## src/hdl/lfs_pkg.sv

```systemverilog
/*
 * Shared constants and types of the LED channel fault supervisor.
 * Assumes a single 200 MHz system clock and comparator inputs that are
 * already synchronous to it.
 */
package lfs_pkg;

    localparam int unsigned CHANNELS = 2;

    // System clock rate.
    localparam int unsigned CLK_MHZ = 200;

    // Restart delay after a switch current-limit fault.
    localparam int unsigned RESTART_DELAY_US = 3600;
    localparam int unsigned RESTART_DELAY_CYCLES =
        RESTART_DELAY_US * CLK_MHZ;
    localparam int unsigned TIMER_W = 20;

    // Length of the soft-start phase before full switching.
    localparam int unsigned SOFT_START_US = 10;
    localparam int unsigned SOFT_START_CYCLES = SOFT_START_US * CLK_MHZ;
    localparam int unsigned SOFT_W = 12;

    // Values after reset.
    localparam logic FLAG_OE_RESET  = 1'b0;
    localparam logic FLAG_OUT_LEVEL = 1'b0;

    // Comparator results of one channel, each high while its condition holds.
    // The thermal input already carries the 10 degC trip hysteresis.
    typedef struct packed {
        logic thermal_shutdown;
        logic high_side_overcurrent_fault;
        logic low_side_overcurrent_fault;
        logic input_uvlo;
        logic bootstrap_undervoltage_fault;
        logic input_dropout;
        logic open_load_diagnostic;
        logic output_short_diagnostic;
    } lfs_sense_t;

    // Commands to the power stage of one channel.
    typedef struct packed {
        logic switch_enable;
        logic soft_start;
        logic high_side_force_off;
        logic low_side_force_on;
        logic low_side_force_off;
        logic loop_filter_discharge;
        logic error_amp_enable;
    } lfs_drive_t;

    localparam lfs_drive_t DRIVE_RESET = '{
        switch_enable:         1'b0,
        soft_start:            1'b0,
        high_side_force_off:   1'b1,
        low_side_force_on:     1'b0,
        low_side_force_off:    1'b1,
        loop_filter_discharge: 1'b1,
        error_amp_enable:      1'b0
    };

    typedef enum logic [2:0] {
        LFS_UVLO,
        LFS_SOFT,
        LFS_RUN,
        LFS_BOOT_LOW,
        LFS_ILIM_WAIT,
        LFS_THERMAL
    } lfs_state_t;

endpackage

```

## src/hdl/lfs_fault_supervisor.sv

```systemverilog
/*
 * Two-channel fault supervisor of a buck LED driver: gates switching,
 * forces switch states, discharges the loop filter, times restarts and
 * drives the open-drain fault flags.
 * Assumes comparator inputs synchronous to sys_clk and a power-on reset.
 */
// Notes on behaviour
// RULE1 - Input undervoltage stops that channel's switching; recovery restarts it.
// RULE2 - Bootstrap undervoltage: high side off, low side on until recovered.
// RULE3 - Loop filter overvoltage pulls the fault flag low (open load).
// RULE4 - Low output sense node pulls the channel fault flag low (short).
// RULE5 - A short is only reported; switching and regulation carry on.
// RULE6 - High-side overcurrent: high side off, filter discharged, low side on.
// RULE7 - Low-side overcurrent: both switches off, loop filter discharged.
// RULE8 - Either overcurrent starts a 3.6 ms timer; expiry restarts it.
// RULE9 - Thermal restart waits until temperature fell 10 degC below trip.
// RULE10 - Every automatic restart except bootstrap recovery runs soft-start before full switching.
// RULE11 - Fault flag goes low only for open load or output short.
// RULE12 - The host pulls each flag up to 5 V through a resistor.
// RULE13 - Undervoltage, bootstrap and thermal faults use no timer, no flag.
// RULE14 - Dropout and bias undervoltage are diagnostics: no timer, no flag.
// RULE15 - Open load keeps switching at near full duty until flagged.
// RULE16 - Over-temperature forces that channel alone into shutdown.
// RULE17 - Dropout disconnects the error amplifier until the input recovers.
// RULE18 - The flag is released once open load or short is gone.
// RULE19 - Each channel has its own timer, state and flag.
module lfs_fault_supervisor #(
    parameter int unsigned RESTART_CYCLES = lfs_pkg::RESTART_DELAY_CYCLES
) (
    input  wire logic                            sys_clk,
    input  wire logic                            rst,
    input  wire lfs_pkg::lfs_sense_t [1:0]       channel_sense,
    input  wire logic                            analog_bias_undervoltage,
    output lfs_pkg::lfs_drive_t [1:0]            channel_drive,
    output logic [1:0]                           channel_fault_flag_n_out,
    output logic [1:0]                           channel_fault_flag_n_oe,
    output logic [1:0]                           input_dropout_diag,
    output logic                                 analog_bias_undervoltage_diag
);

    localparam logic [lfs_pkg::SOFT_W-1:0] SOFT_LAST =
        lfs_pkg::SOFT_W'(lfs_pkg::SOFT_START_CYCLES - 1);

    lfs_pkg::lfs_state_t                state_reg   [2];
    lfs_pkg::lfs_state_t                state_next  [2];
    logic [lfs_pkg::SOFT_W-1:0]         soft_cnt_reg [2];
    logic [1:0]                         low_side_trip_reg;
    logic [1:0]                         low_side_trip_next;
    lfs_pkg::lfs_drive_t [1:0]          drive_reg;
    lfs_pkg::lfs_drive_t [1:0]          drive_next;
    logic [1:0]                         dropout_reg;
    logic                               bias_uv_reg;
    logic [1:0]                         timer_start;
    logic [1:0]                         timer_clear;
    logic [1:0]                         timer_done;
    logic [1:0]                         flag_report;

    // Diagnostics are passed on for the host; only dropout also steers the error amplifier.
    always_ff @(posedge sys_clk or posedge rst) begin
        if (rst) begin
            dropout_reg <= '0;
            bias_uv_reg <= 1'b0;
        end else begin
            dropout_reg <= {channel_sense[1].input_dropout,
                            channel_sense[0].input_dropout}; // RULE14
            bias_uv_reg <= analog_bias_undervoltage; // RULE14
        end
    end

    assign input_dropout_diag            = dropout_reg;
    assign analog_bias_undervoltage_diag = bias_uv_reg;
    assign channel_drive                 = drive_reg;

    for (genvar ch = 0; ch < lfs_pkg::CHANNELS; ch++) begin : g_ch

        // Per-channel decode of the comparator inputs.
        wire lfs_pkg::lfs_sense_t s = channel_sense[ch];
        wire hot      = s.thermal_shutdown;
        wire hs_trip  = s.high_side_overcurrent_fault;
        wire ls_trip  = s.low_side_overcurrent_fault;
        wire any_trip = hs_trip || ls_trip;
        wire in_uvlo  = s.input_uvlo;
        wire boot_low = s.bootstrap_undervoltage_fault;
        wire active   = (state_reg[ch] == lfs_pkg::LFS_SOFT) ||
                        (state_reg[ch] == lfs_pkg::LFS_RUN) ||
                        (state_reg[ch] == lfs_pkg::LFS_BOOT_LOW);
        wire soft_done = (state_reg[ch] == lfs_pkg::LFS_SOFT) &&
                         (soft_cnt_reg[ch] == SOFT_LAST);

        // Only an overcurrent trip arms the timer; thermal cancels it.
        assign timer_start[ch] = active && any_trip && !hot; // RULE8 RULE13
        assign timer_clear[ch] = hot; // RULE16
        // Open load and short alone reach the flag, whatever the state.
        assign flag_report[ch] = s.open_load_diagnostic ||
                                 s.output_short_diagnostic; // RULE11 RULE18

        always_comb begin
            state_next[ch]         = state_reg[ch];
            low_side_trip_next[ch] = low_side_trip_reg[ch];
            case (state_reg[ch])
                lfs_pkg::LFS_UVLO: begin
                    if (hot) begin
                        state_next[ch] = lfs_pkg::LFS_THERMAL; // RULE16
                    end else if (!in_uvlo) begin
                        state_next[ch] = lfs_pkg::LFS_SOFT; // RULE1
                    end
                end
                lfs_pkg::LFS_SOFT,
                lfs_pkg::LFS_RUN,
                lfs_pkg::LFS_BOOT_LOW: begin
                    if (hot) begin
                        state_next[ch] = lfs_pkg::LFS_THERMAL; // RULE16
                    end else if (any_trip) begin
                        state_next[ch]         = lfs_pkg::LFS_ILIM_WAIT;
                        low_side_trip_next[ch] = ls_trip; // RULE7
                    end else if (in_uvlo) begin
                        state_next[ch] = lfs_pkg::LFS_UVLO; // RULE1
                    end else if (boot_low) begin
                        state_next[ch] = lfs_pkg::LFS_BOOT_LOW; // RULE2
                    end else if (state_reg[ch] == lfs_pkg::LFS_BOOT_LOW) begin
                        state_next[ch] = lfs_pkg::LFS_RUN; // RULE2
                    end else if (soft_done) begin
                        state_next[ch] = lfs_pkg::LFS_RUN; // RULE10
                    end
                end
                lfs_pkg::LFS_ILIM_WAIT: begin
                    if (hot) begin
                        state_next[ch] = lfs_pkg::LFS_THERMAL; // RULE16
                    end else if (timer_done[ch]) begin
                        state_next[ch] = lfs_pkg::LFS_SOFT; // RULE8 RULE10
                    end
                end
                lfs_pkg::LFS_THERMAL: begin
                    if (!hot) begin
                        state_next[ch] = lfs_pkg::LFS_SOFT; // RULE9 RULE10
                    end
                end
                default: begin
                    state_next[ch] = lfs_pkg::LFS_UVLO;
                end
            endcase
        end

        // Power-stage commands follow the next state so they change
        // together with it.
        always_comb begin
            drive_next[ch] = lfs_pkg::DRIVE_RESET;
            drive_next[ch].error_amp_enable = !s.input_dropout; // RULE17
            case (state_next[ch])
                lfs_pkg::LFS_UVLO: begin
                    drive_next[ch].switch_enable = 1'b0; // RULE1
                end
                lfs_pkg::LFS_SOFT: begin
                    drive_next[ch].switch_enable         = 1'b1; // RULE10
                    drive_next[ch].soft_start            = 1'b1;
                    drive_next[ch].high_side_force_off   = 1'b0;
                    drive_next[ch].low_side_force_off    = 1'b0;
                    drive_next[ch].loop_filter_discharge = 1'b0;
                end
                lfs_pkg::LFS_RUN: begin
                    // Open load and short keep the channel running.
                    drive_next[ch].switch_enable         = 1'b1; // RULE5 RULE15
                    drive_next[ch].high_side_force_off   = 1'b0;
                    drive_next[ch].low_side_force_off    = 1'b0;
                    drive_next[ch].loop_filter_discharge = 1'b0;
                end
                lfs_pkg::LFS_BOOT_LOW: begin
                    drive_next[ch].low_side_force_on     = 1'b1; // RULE2
                    drive_next[ch].low_side_force_off    = 1'b0;
                    drive_next[ch].loop_filter_discharge = 1'b0;
                end
                lfs_pkg::LFS_ILIM_WAIT: begin
                    if (!low_side_trip_next[ch]) begin
                        drive_next[ch].low_side_force_on  = 1'b1; // RULE6
                        drive_next[ch].low_side_force_off = 1'b0;
                    end
                end
                lfs_pkg::LFS_THERMAL: begin
                    drive_next[ch].switch_enable = 1'b0; // RULE16
                end
                default: begin
                    drive_next[ch].switch_enable = 1'b0;
                end
            endcase
        end

        always_ff @(posedge sys_clk or posedge rst) begin
            if (rst) begin
                state_reg[ch]         <= lfs_pkg::LFS_UVLO;
                low_side_trip_reg[ch] <= 1'b0;
                drive_reg[ch]         <= lfs_pkg::DRIVE_RESET;
            end else begin
                state_reg[ch]         <= state_next[ch]; // RULE19
                low_side_trip_reg[ch] <= low_side_trip_next[ch];
                drive_reg[ch]         <= drive_next[ch];
            end
        end

        // Soft-start length counter, running only in the soft-start state.
        always_ff @(posedge sys_clk or posedge rst) begin
            if (rst) begin
                soft_cnt_reg[ch] <= '0;
            end else if (state_reg[ch] == lfs_pkg::LFS_SOFT &&
                         state_next[ch] == lfs_pkg::LFS_SOFT) begin
                soft_cnt_reg[ch] <= soft_cnt_reg[ch] + 1'b1; // RULE10
            end else begin
                soft_cnt_reg[ch] <= '0;
            end
        end

        lfs_restart_timer #(
            .CYCLES (RESTART_CYCLES)
        ) u_timer (
            .sys_clk (sys_clk),
            .rst     (rst),
            .start   (timer_start[ch]),
            .clear   (timer_clear[ch]),
            .busy    (),
            .done    (timer_done[ch])
        ); // RULE8 RULE19

        lfs_flag_driver u_flag (
            .sys_clk  (sys_clk),
            .rst      (rst),
            .report   (flag_report[ch]),
            .flag_out (channel_fault_flag_n_out[ch]),
            .flag_oe  (channel_fault_flag_n_oe[ch])
        ); // RULE3 RULE4 RULE11

    end

endmodule

```

## src/hdl/lfs_flag_driver.sv

```systemverilog
/*
 * Open-drain active-low fault flag of one channel.
 * Assumes an external pull-up on the pin; the pin level is resolved
 * outside the design from the enable.
 */
module lfs_flag_driver (
    input  wire logic sys_clk,
    input  wire logic rst,
    input  wire logic report,
    output logic      flag_out,
    output logic      flag_oe
);

    logic oe_reg;
    logic out_reg;

    // Pull low while a condition is reported, release otherwise.
    always_ff @(posedge sys_clk or posedge rst) begin
        if (rst) begin
            oe_reg  <= lfs_pkg::FLAG_OE_RESET;
            out_reg <= lfs_pkg::FLAG_OUT_LEVEL;
        end else begin
            oe_reg  <= report;
            out_reg <= lfs_pkg::FLAG_OUT_LEVEL;
        end
    end

    assign flag_out = out_reg;
    assign flag_oe  = oe_reg;

endmodule

```

## src/hdl/lfs_restart_timer.sv

```systemverilog
/*
 * One-shot restart timer of a single channel.
 * Assumes start is a synchronous single-cycle request and clear a synchronous single-cycle or level one.
 */
module lfs_restart_timer #(
    parameter int unsigned CYCLES = lfs_pkg::RESTART_DELAY_CYCLES
) (
    input  wire logic sys_clk,
    input  wire logic rst,
    input  wire logic start,
    input  wire logic clear,
    output logic      busy,
    output logic      done
);

    localparam logic [lfs_pkg::TIMER_W-1:0] LAST =
        lfs_pkg::TIMER_W'(CYCLES - 1);

    logic [lfs_pkg::TIMER_W-1:0] count_reg;
    logic                        busy_reg;
    logic                        done_reg;
    wire                         at_end = busy_reg && (count_reg == LAST);

    always_ff @(posedge sys_clk or posedge rst) begin
        if (rst) begin
            count_reg <= '0;
            busy_reg  <= 1'b0;
            done_reg  <= 1'b0;
        end else begin
            done_reg <= at_end && !clear;
            if (clear || at_end) begin
                busy_reg  <= 1'b0;
                count_reg <= '0;
            end else if (start) begin
                busy_reg  <= 1'b1;
                count_reg <= '0;
            end else if (busy_reg) begin
                count_reg <= count_reg + 1'b1;
            end
        end
    end

    assign busy = busy_reg;
    assign done = done_reg;

endmodule

```

## config.mk

```make
export PLATFORM = sky130hd
export DESIGN_NAME = lfs_fault_supervisor
export DESIGN_NICKNAME = d
export VERILOG_FILES = /design/src/hdl/lfs_pkg.sv /design/src/hdl/lfs_fault_supervisor.sv /design/src/hdl/lfs_flag_driver.sv /design/src/hdl/lfs_restart_timer.sv
export SDC_FILE = /design/constraint.sdc
export NUM_CORES = 1
export LEC_CHECK = 0
export ABC_AREA = 1
export BUFFER_PORTS_ARGS = -buffer_cell sky130_fd_sc_hd__buf_2
export CAP_MARGIN = 25
export CORE_MARGIN = 1
export CORE_UTILIZATION = 45
export CTS_BUF_LIST = sky130_fd_sc_hd__clkbuf_8
export DETAILED_ROUTE_END_ITERATION = 10
export GPL_TIMING_DRIVEN = 0
export PLACE_DENSITY = 0.69
export SYNTH_ARGS = -nofsm -noshare
export SYNTH_HDL_FRONTEND = slang
export SYNTH_HIERARCHICAL = 1
export SYNTH_SLANG_ARGS = --single-unit
```

## constraint.sdc

```tcl
create_clock -name sys_clk -period 1.8 [get_ports sys_clk]
set_input_delay 0.36 -clock sys_clk [delete_from_list [all_inputs] [get_ports sys_clk]]
set_output_delay 0.36 -clock sys_clk [all_outputs]
set_load 0.01 [all_outputs]
```

## Yosys cells after proc, flatten, opt, wreduce, memory -nomap -nowiden

Cells that the tools add are included.

| word-level totals | value |
|---|---|
| bits in registers | 95 |
| input port bits | 19 |
| output and inout port bits | 21 |
| logic and storage cells | 150 |

| cells by class | value |
|---|---|
| $add $sub $neg | 4 |
| eq/ne operators | 22 |
| multiplexer cells | 56 |
| reduce and logical (&&, ||, !) cells | 38 |

Operator list:

| operator | number |
|---|---|
| 20-bit 2-to-1 mux | 6 |
| 3-bit 2-to-1 mux | 22 |
| 20-bit by 1-bit adder with 20-bit output, second input constant | 2 |
| 20-bit equality test, second input constant | 2 |
| 12-bit by 1-bit adder with 12-bit output, second input constant | 2 |
| 12-bit by 11-bit equality test with 1-bit output, second input constant | 2 |
| 3-bit by 2-bit equality test with 1-bit output, second input constant | 8 |
| 12-bit 2-to-1 mux | 2 |
| 3-bit one-hot mux with 4 select lines | 2 |
| 3-bit equality test, second input constant | 6 |
| 1-bit 2-to-1 mux | 18 |
| 3-bit by 1-bit equality test with 1-bit output, second input constant | 4 |
| 1-bit logical AND | 12 |
| 3-bit OR reduction | 4 |
| 1-bit logical OR | 10 |
| 1-bit one-hot mux with 2 select lines | 4 |
| 3-bit zero test | 2 |
| 3-bit nonzero test | 2 |
| 1-bit zero test | 4 |
| 2-bit 2-to-1 mux | 2 |
| 2-bit nonzero test | 2 |
| 2-bit OR reduction | 2 |

## Longest topological paths before layout

| logic depth | value |
|---|---|
| word-level depth | 12 |
| mapped depth | 12 |
| gate-level depth less buffers | 12 |

## Hierarchy

Netlist, hierarchy kept.

By module, submodules not included:

| module | instances | cells each | area an instance (sq um) | seq. area each (sq um) |
|---|---|---|---|---|
| lfs_fault_supervisor | 1 | 279 | 2394.8 | 1233.7 |
| lfs_restart_timer (g_ch[0].u_timer) | 1 | 163 | 1275.0 | 550.5 |
| lfs_restart_timer (g_ch[1].u_timer) | 1 | 153 | 1248.7 | 550.5 |
| lfs_flag_driver | 2 | 4 | 40.0 | 25.0 |

## Worst setup path before layout

Ideal clock, no wire load.

| timing path | value |
|---|---|
| path kind | flip-flop to flip-flop |
| start point | reg soft_cnt_reg[12] in the netlist's numbering |
| end point | reg soft_cnt_reg[21] in the netlist's numbering |
| library setup time | 121 ps |
| arrival | 1382 ps |
| required time | 1679 ps |
| path slack | 297 ps |
| stages on the path, launching flop included | 12 |
| path buffers | 1 |
| period minus slack after synthesis | 1503 ps |
| cell sequence | dfrtp_1 -> ha_1 -> nand3_1 -> nor2_1 -> nand2_1 -> nand2_1 -> nand2_1 -> nand2_1 -> nand2_2 -> nand3_2 -> buf_6 -> nor2_2 |

RTL lines:

| what | line | text |
|---|---|---|
| start: declaration | lfs_fault_supervisor.sv:46 | `logic [lfs_pkg::SOFT_W-1:0] soft_cnt_reg [2];` |
| start signal: indexed assignment | lfs_fault_supervisor.sv:205 | `soft_cnt_reg[ch] <= soft_cnt_reg[ch] + 1'b1;` |

## Worst setup path in the final report

| timing path | value |
|---|---|
| start point | reg g_ch[1].u_timer/count_reg[0] in the netlist's numbering |
| end point | reg g_ch[1].u_timer/count_reg[7] in the netlist's numbering |

| on the way | value |
|---|---|
| longest elaborated chain between the ends | 4 |
| elaborated cells on any way between the ends | 8 |
| those cells by class | add/sub: 1; eq/ne: 1; mux: 3; reduce/logical: 3 |

RTL lines:

| what | line | text |
|---|---|---|
| start: declaration | lfs_restart_timer.sv:19 | `logic [lfs_pkg::TIMER_W-1:0] count_reg;` |
| start signal: assignment | lfs_restart_timer.sv:38 | `count_reg <= count_reg + 1'b1;` |
| 20-bit by 1-bit adder with 20-bit output / 20-bit equality test (equally long branches) | lfs_restart_timer.sv:38, lfs_restart_timer.sv:22 |  |
| 20-bit 2-to-1 mux / 1-bit logical AND (equally long branches) | lfs_restart_timer.sv:37, lfs_restart_timer.sv:22 |  |
| 20-bit 2-to-1 mux / 1-bit logical OR (equally long branches) | lfs_restart_timer.sv:34, lfs_restart_timer.sv:31 |  |
| 20-bit 2-to-1 mux / 3-bit nonzero test (equally long branches) | -- |  |

Parallel ways exist; a longest one is shown, timed or not. The select of a mux whose other input is x is not followed.
A chain may end at the register's enable or synchronous reset.

==> results.sh <==
export IMPL_status="complete, no violations"
export IMPL_synthTopCellsByArea="dfrtp_1 45%, nand2_1 9.9%, nor2_1 7.1%"
export IMPL_p_int_uw=3850
export IMPL_wl_met1_um=4350
export IMPL_rows=38
export IMPL_post_synth_num_cell_types=37
export IMPL_io_pins=40
export IMPL_ys_ff_latch=95
export IMPL_yosys_area_share_adder=0.0100
export IMPL_arrival_ns=1.95
export IMPL_critPathCaptureType="flop"
export IMPL_drt_iter0_markers=161
export IMPL_start_kind="flop"
export IMPL_synth_top_area_cell="dfrtp_1"
export IMPL_netSwitchingPower_uw=1500
export IMPL_power_leakage_uw=0.00264
export IMPL_drtAntennaViolNets=0
export IMPL_syn_cell_area_sq_um=5000
export IMPL_synth_top_family_by_area="simple AND/OR/NAND/NOR gates"
export IMPL_clock_skew_final_ns=0.0106
export IMPL_synth_net_count=626
export IMPL_power_density_nw_per_um2=941
export IMPL_clkPwrFrac=0.349
export IMPL_cts_root_buf="clkbuf_8"
export IMPL_hold_start="analog_bias_undervoltage"
export IMPL_dpl_hpwl_um=6580
export IMPL_critPathRequiredTime_ns=2.05
export IMPL_preCtsSetupSlack_ns=0.107
export IMPL_slew_headroom=0.415
export IMPL_route_detailed_drc=0
export IMPL_vias=3822
export IMPL_io_buffers=37
export IMPL_diodes=0
export IMPL_clock_sinks=95
export IMPL_die_x_um=107
export IMPL_layout_nets=677
export IMPL_yosysWarnings=6
export IMPL_final_hold_viol_count=0
export IMPL_worst_pin_slew_ns=0.877
export IMPL_gp_congestion=0.861
export IMPL_setup_viol=0
export IMPL_synth_top_cell_area_share=0.446
export IMPL_dr_wl_met2_um=4190
export IMPL_wl_met3_um=314
export IMPL_grt_first_pass_wirelength_um=15900
export IMPL_synth_xor_area_frac=0.0718
export IMPL_syn_area_per_cell_sq_um=8.29
export IMPL_netlist_instances=603
export IMPL_switching_share=0.281
export IMPL_drt_pass1_iterations=4
export IMPL_core_sq_um=10800
export IMPL_wl_per_cell_um=11.2
export IMPL_power_share_combinational=0.191
export IMPL_synth_simple_area_share=0.339
export IMPL_rsz0062_at_grt="no"
export IMPL_wl_um=8980
export IMPL_synthMuxAreaShare=0
export IMPL_insertion_delay_ns=0.36
export IMPL_synth_compound_area_frac=0.0255
export IMPL_syn_to_final_growth_pct=13.9
export IMPL_worstSetupPathType="reg2reg"
export IMPL_clk_path_buf_depth=2
export IMPL_max_freq_mhz=590
export IMPL_period_minus_slack_ns=1.69
export IMPL_cts_buffers=9
export IMPL_grt_antenna_before_repair=0
export IMPL_startpoint="g_ch[1].u_timer/count_reg[0]"
export IMPL_grt_max_degree=27
export IMPL_dieArea_sq_um=11500
export IMPL_period_share=0.942
export IMPL_rr_startpoint="g_ch[1].u_timer/count_reg[0]"
export IMPL_vdd_drop_max_uv=567
export IMPL_die_h_um=107
export IMPL_cts_tree="done"
export IMPL_grt_pass1_vias=3741
export IMPL_synth_yosys_seq_area_share=0.477
export IMPL_largest_register_ffs=40
export IMPL_routed_top_layer="met4"
export IMPL_crit_path_max_fanout=10
export IMPL_avgViaCountPerCell=4.78
export IMPL_layout_setup_ws_ns=0.105
export IMPL_start_util=0.461
export IMPL_sequentialPowerShare=0.460
export IMPL_path_clk_slew_ns=0.09
export IMPL_drive_gt1_frac=0.232
export IMPL_hold_ws_ns=0.105
export IMPL_hp_class="in2reg"
export IMPL_cts_htree_levels=3
export IMPL_slew_viol_final=0
export IMPL_track_usage=0.171
export IMPL_grt_overflow_total=0
export IMPL_max_cap_viol_count=0
-- worst max-delay path: stages, from the launching register on --
cell and delay (ns):
dfrtp_1 0.41, ha_1 0.19, nand3_1 0.17, nor2_1 0.17, nand3_1 0.14, nand2_2 0.14
inv_2 0.06, nand2_4 0.10, buf_6 0.15, nor2_1 0.05
-- kinds of logic (layout without fill, tap and decap cells) --
| family | Yosys count | count (layout) |
|---|---|---|
| AND/OR/NAND/NOR | 354 | 354 |
| flip-flops | 95 | 95 |
| buffers and inverters | 88 | 144 |
| XOR/XNOR | 41 | 41 |
| AO/OA/AOI/OAI | 19 | 19 |
| adder cells (fa/ha/maj) | 4 | 4 |
| other | 2 | 2 |
-- power by group through the flow --
stage                     Sequential [uW]  Clock (uW)  Combinational [uW]
final                                2460        1870                1020
after global routing                 2490        2000                1170
after CTS                            2460        1930                1030
after detailed placement             2500           0                1030
after global placement               2500           0                1010
after floorplan                      2540           0                 714
-- cell type report --
| class | instances | area [sq um] |
|---|---|---|
| fill | 990 | 5150 |
| clock inverter | 5 | 128 |
| sequential | 95 | 2390 |
| buffer | 7 | 71.3 |
| timing repair buffer | 40 | 223 |
| clock buffer | 11 | 151 |
| inverter | 81 | 307 |
| tap | 140 | 175 |
| multi-input combinational | 420 | 2250 |
-- stage by stage --
stage                      util  std cells  area, sq um  total power (uW)  setup TNS (ns)
after floorplan               -        603         5000              3250               0
after CTS                 0.523        798         5670              5420               0
after detailed placement  0.496        781         5380              3530               0
final                     0.525        799         5690              5360               0
after global placement    0.494        780         5360              3510          -14.89
after global routing      0.525        799         5690              5660               0
-- Yosys cell counts (all sizes together) --
| library cell | count |
|---|---|
| nor2 | 133 |
| a31oi | 1 |
| nor4 | 1 |
| o21ai | 2 |
| inv | 81 |
| buf | 7 |
| xor2 | 28 |
| nor3 | 12 |
| or2 | 3 |
| ha | 4 |
| dfstp | 6 |
| o31ai | 1 |
| o21bai | 1 |
| nand3 | 40 |
| xnor2 | 13 |
| nand3b | 1 |
| nand4 | 21 |
| conb | 2 |
| a21oi | 14 |
| nand2 | 143 |
| dfrtp | 89 |
-- path summary, 6_finish.rpt --
check	endpoint	cells past startpoint	slack [ns]
setup / recovery	g_ch[1].u_timer/count_reg[7]	9	0.11
hold / removal	analog_bias_undervoltage_diag	1	0.11
setup reg to reg	g_ch[1].u_timer/count_reg[7]	9	0.11
hold reg to reg	soft_cnt_reg[12]	1	0.47
max in group asynchronous	g_ch[0].u_timer/count_reg[13]	3	0.47
min in group asynchronous	g_ch[0].u_flag/flag_oe	3	0.44
-- timing repair --
action	CTS	global route
hold endpoints to repair	2	0
buffers inserted	0	1
setup endpoints to repair	0	23
hold buffers	1	0
resized for setup	0	6
-- layout by cell type, fill, tap and decap left out, types with 11 or more instances in the layout --
cell,synthesis,final
nand4_1,21,21
xor2_1,28,28
inv_1,68,67
nand2_1,132,132
xnor2_1,13,13
clkbuf_8,0,11
inv_2,12,13
nor2_2,31,33
dfrtp_1,89,88
nor2_1,95,93
buf_2,0,37
nand3_1,32,31
-- per-layer routing --
| layer | vias up | track usage |
|---|---|---|
| met5 | - | 0 |
| li1 | 1959 | - |
| met3 | 11 | 0.0285 |
| met2 | 74 | 0.291 |
| met4 | 0 | 0.0646 |
| met1 | 1778 | 0.217 |
Note: power is estimated with default switching activity, not from simulation.
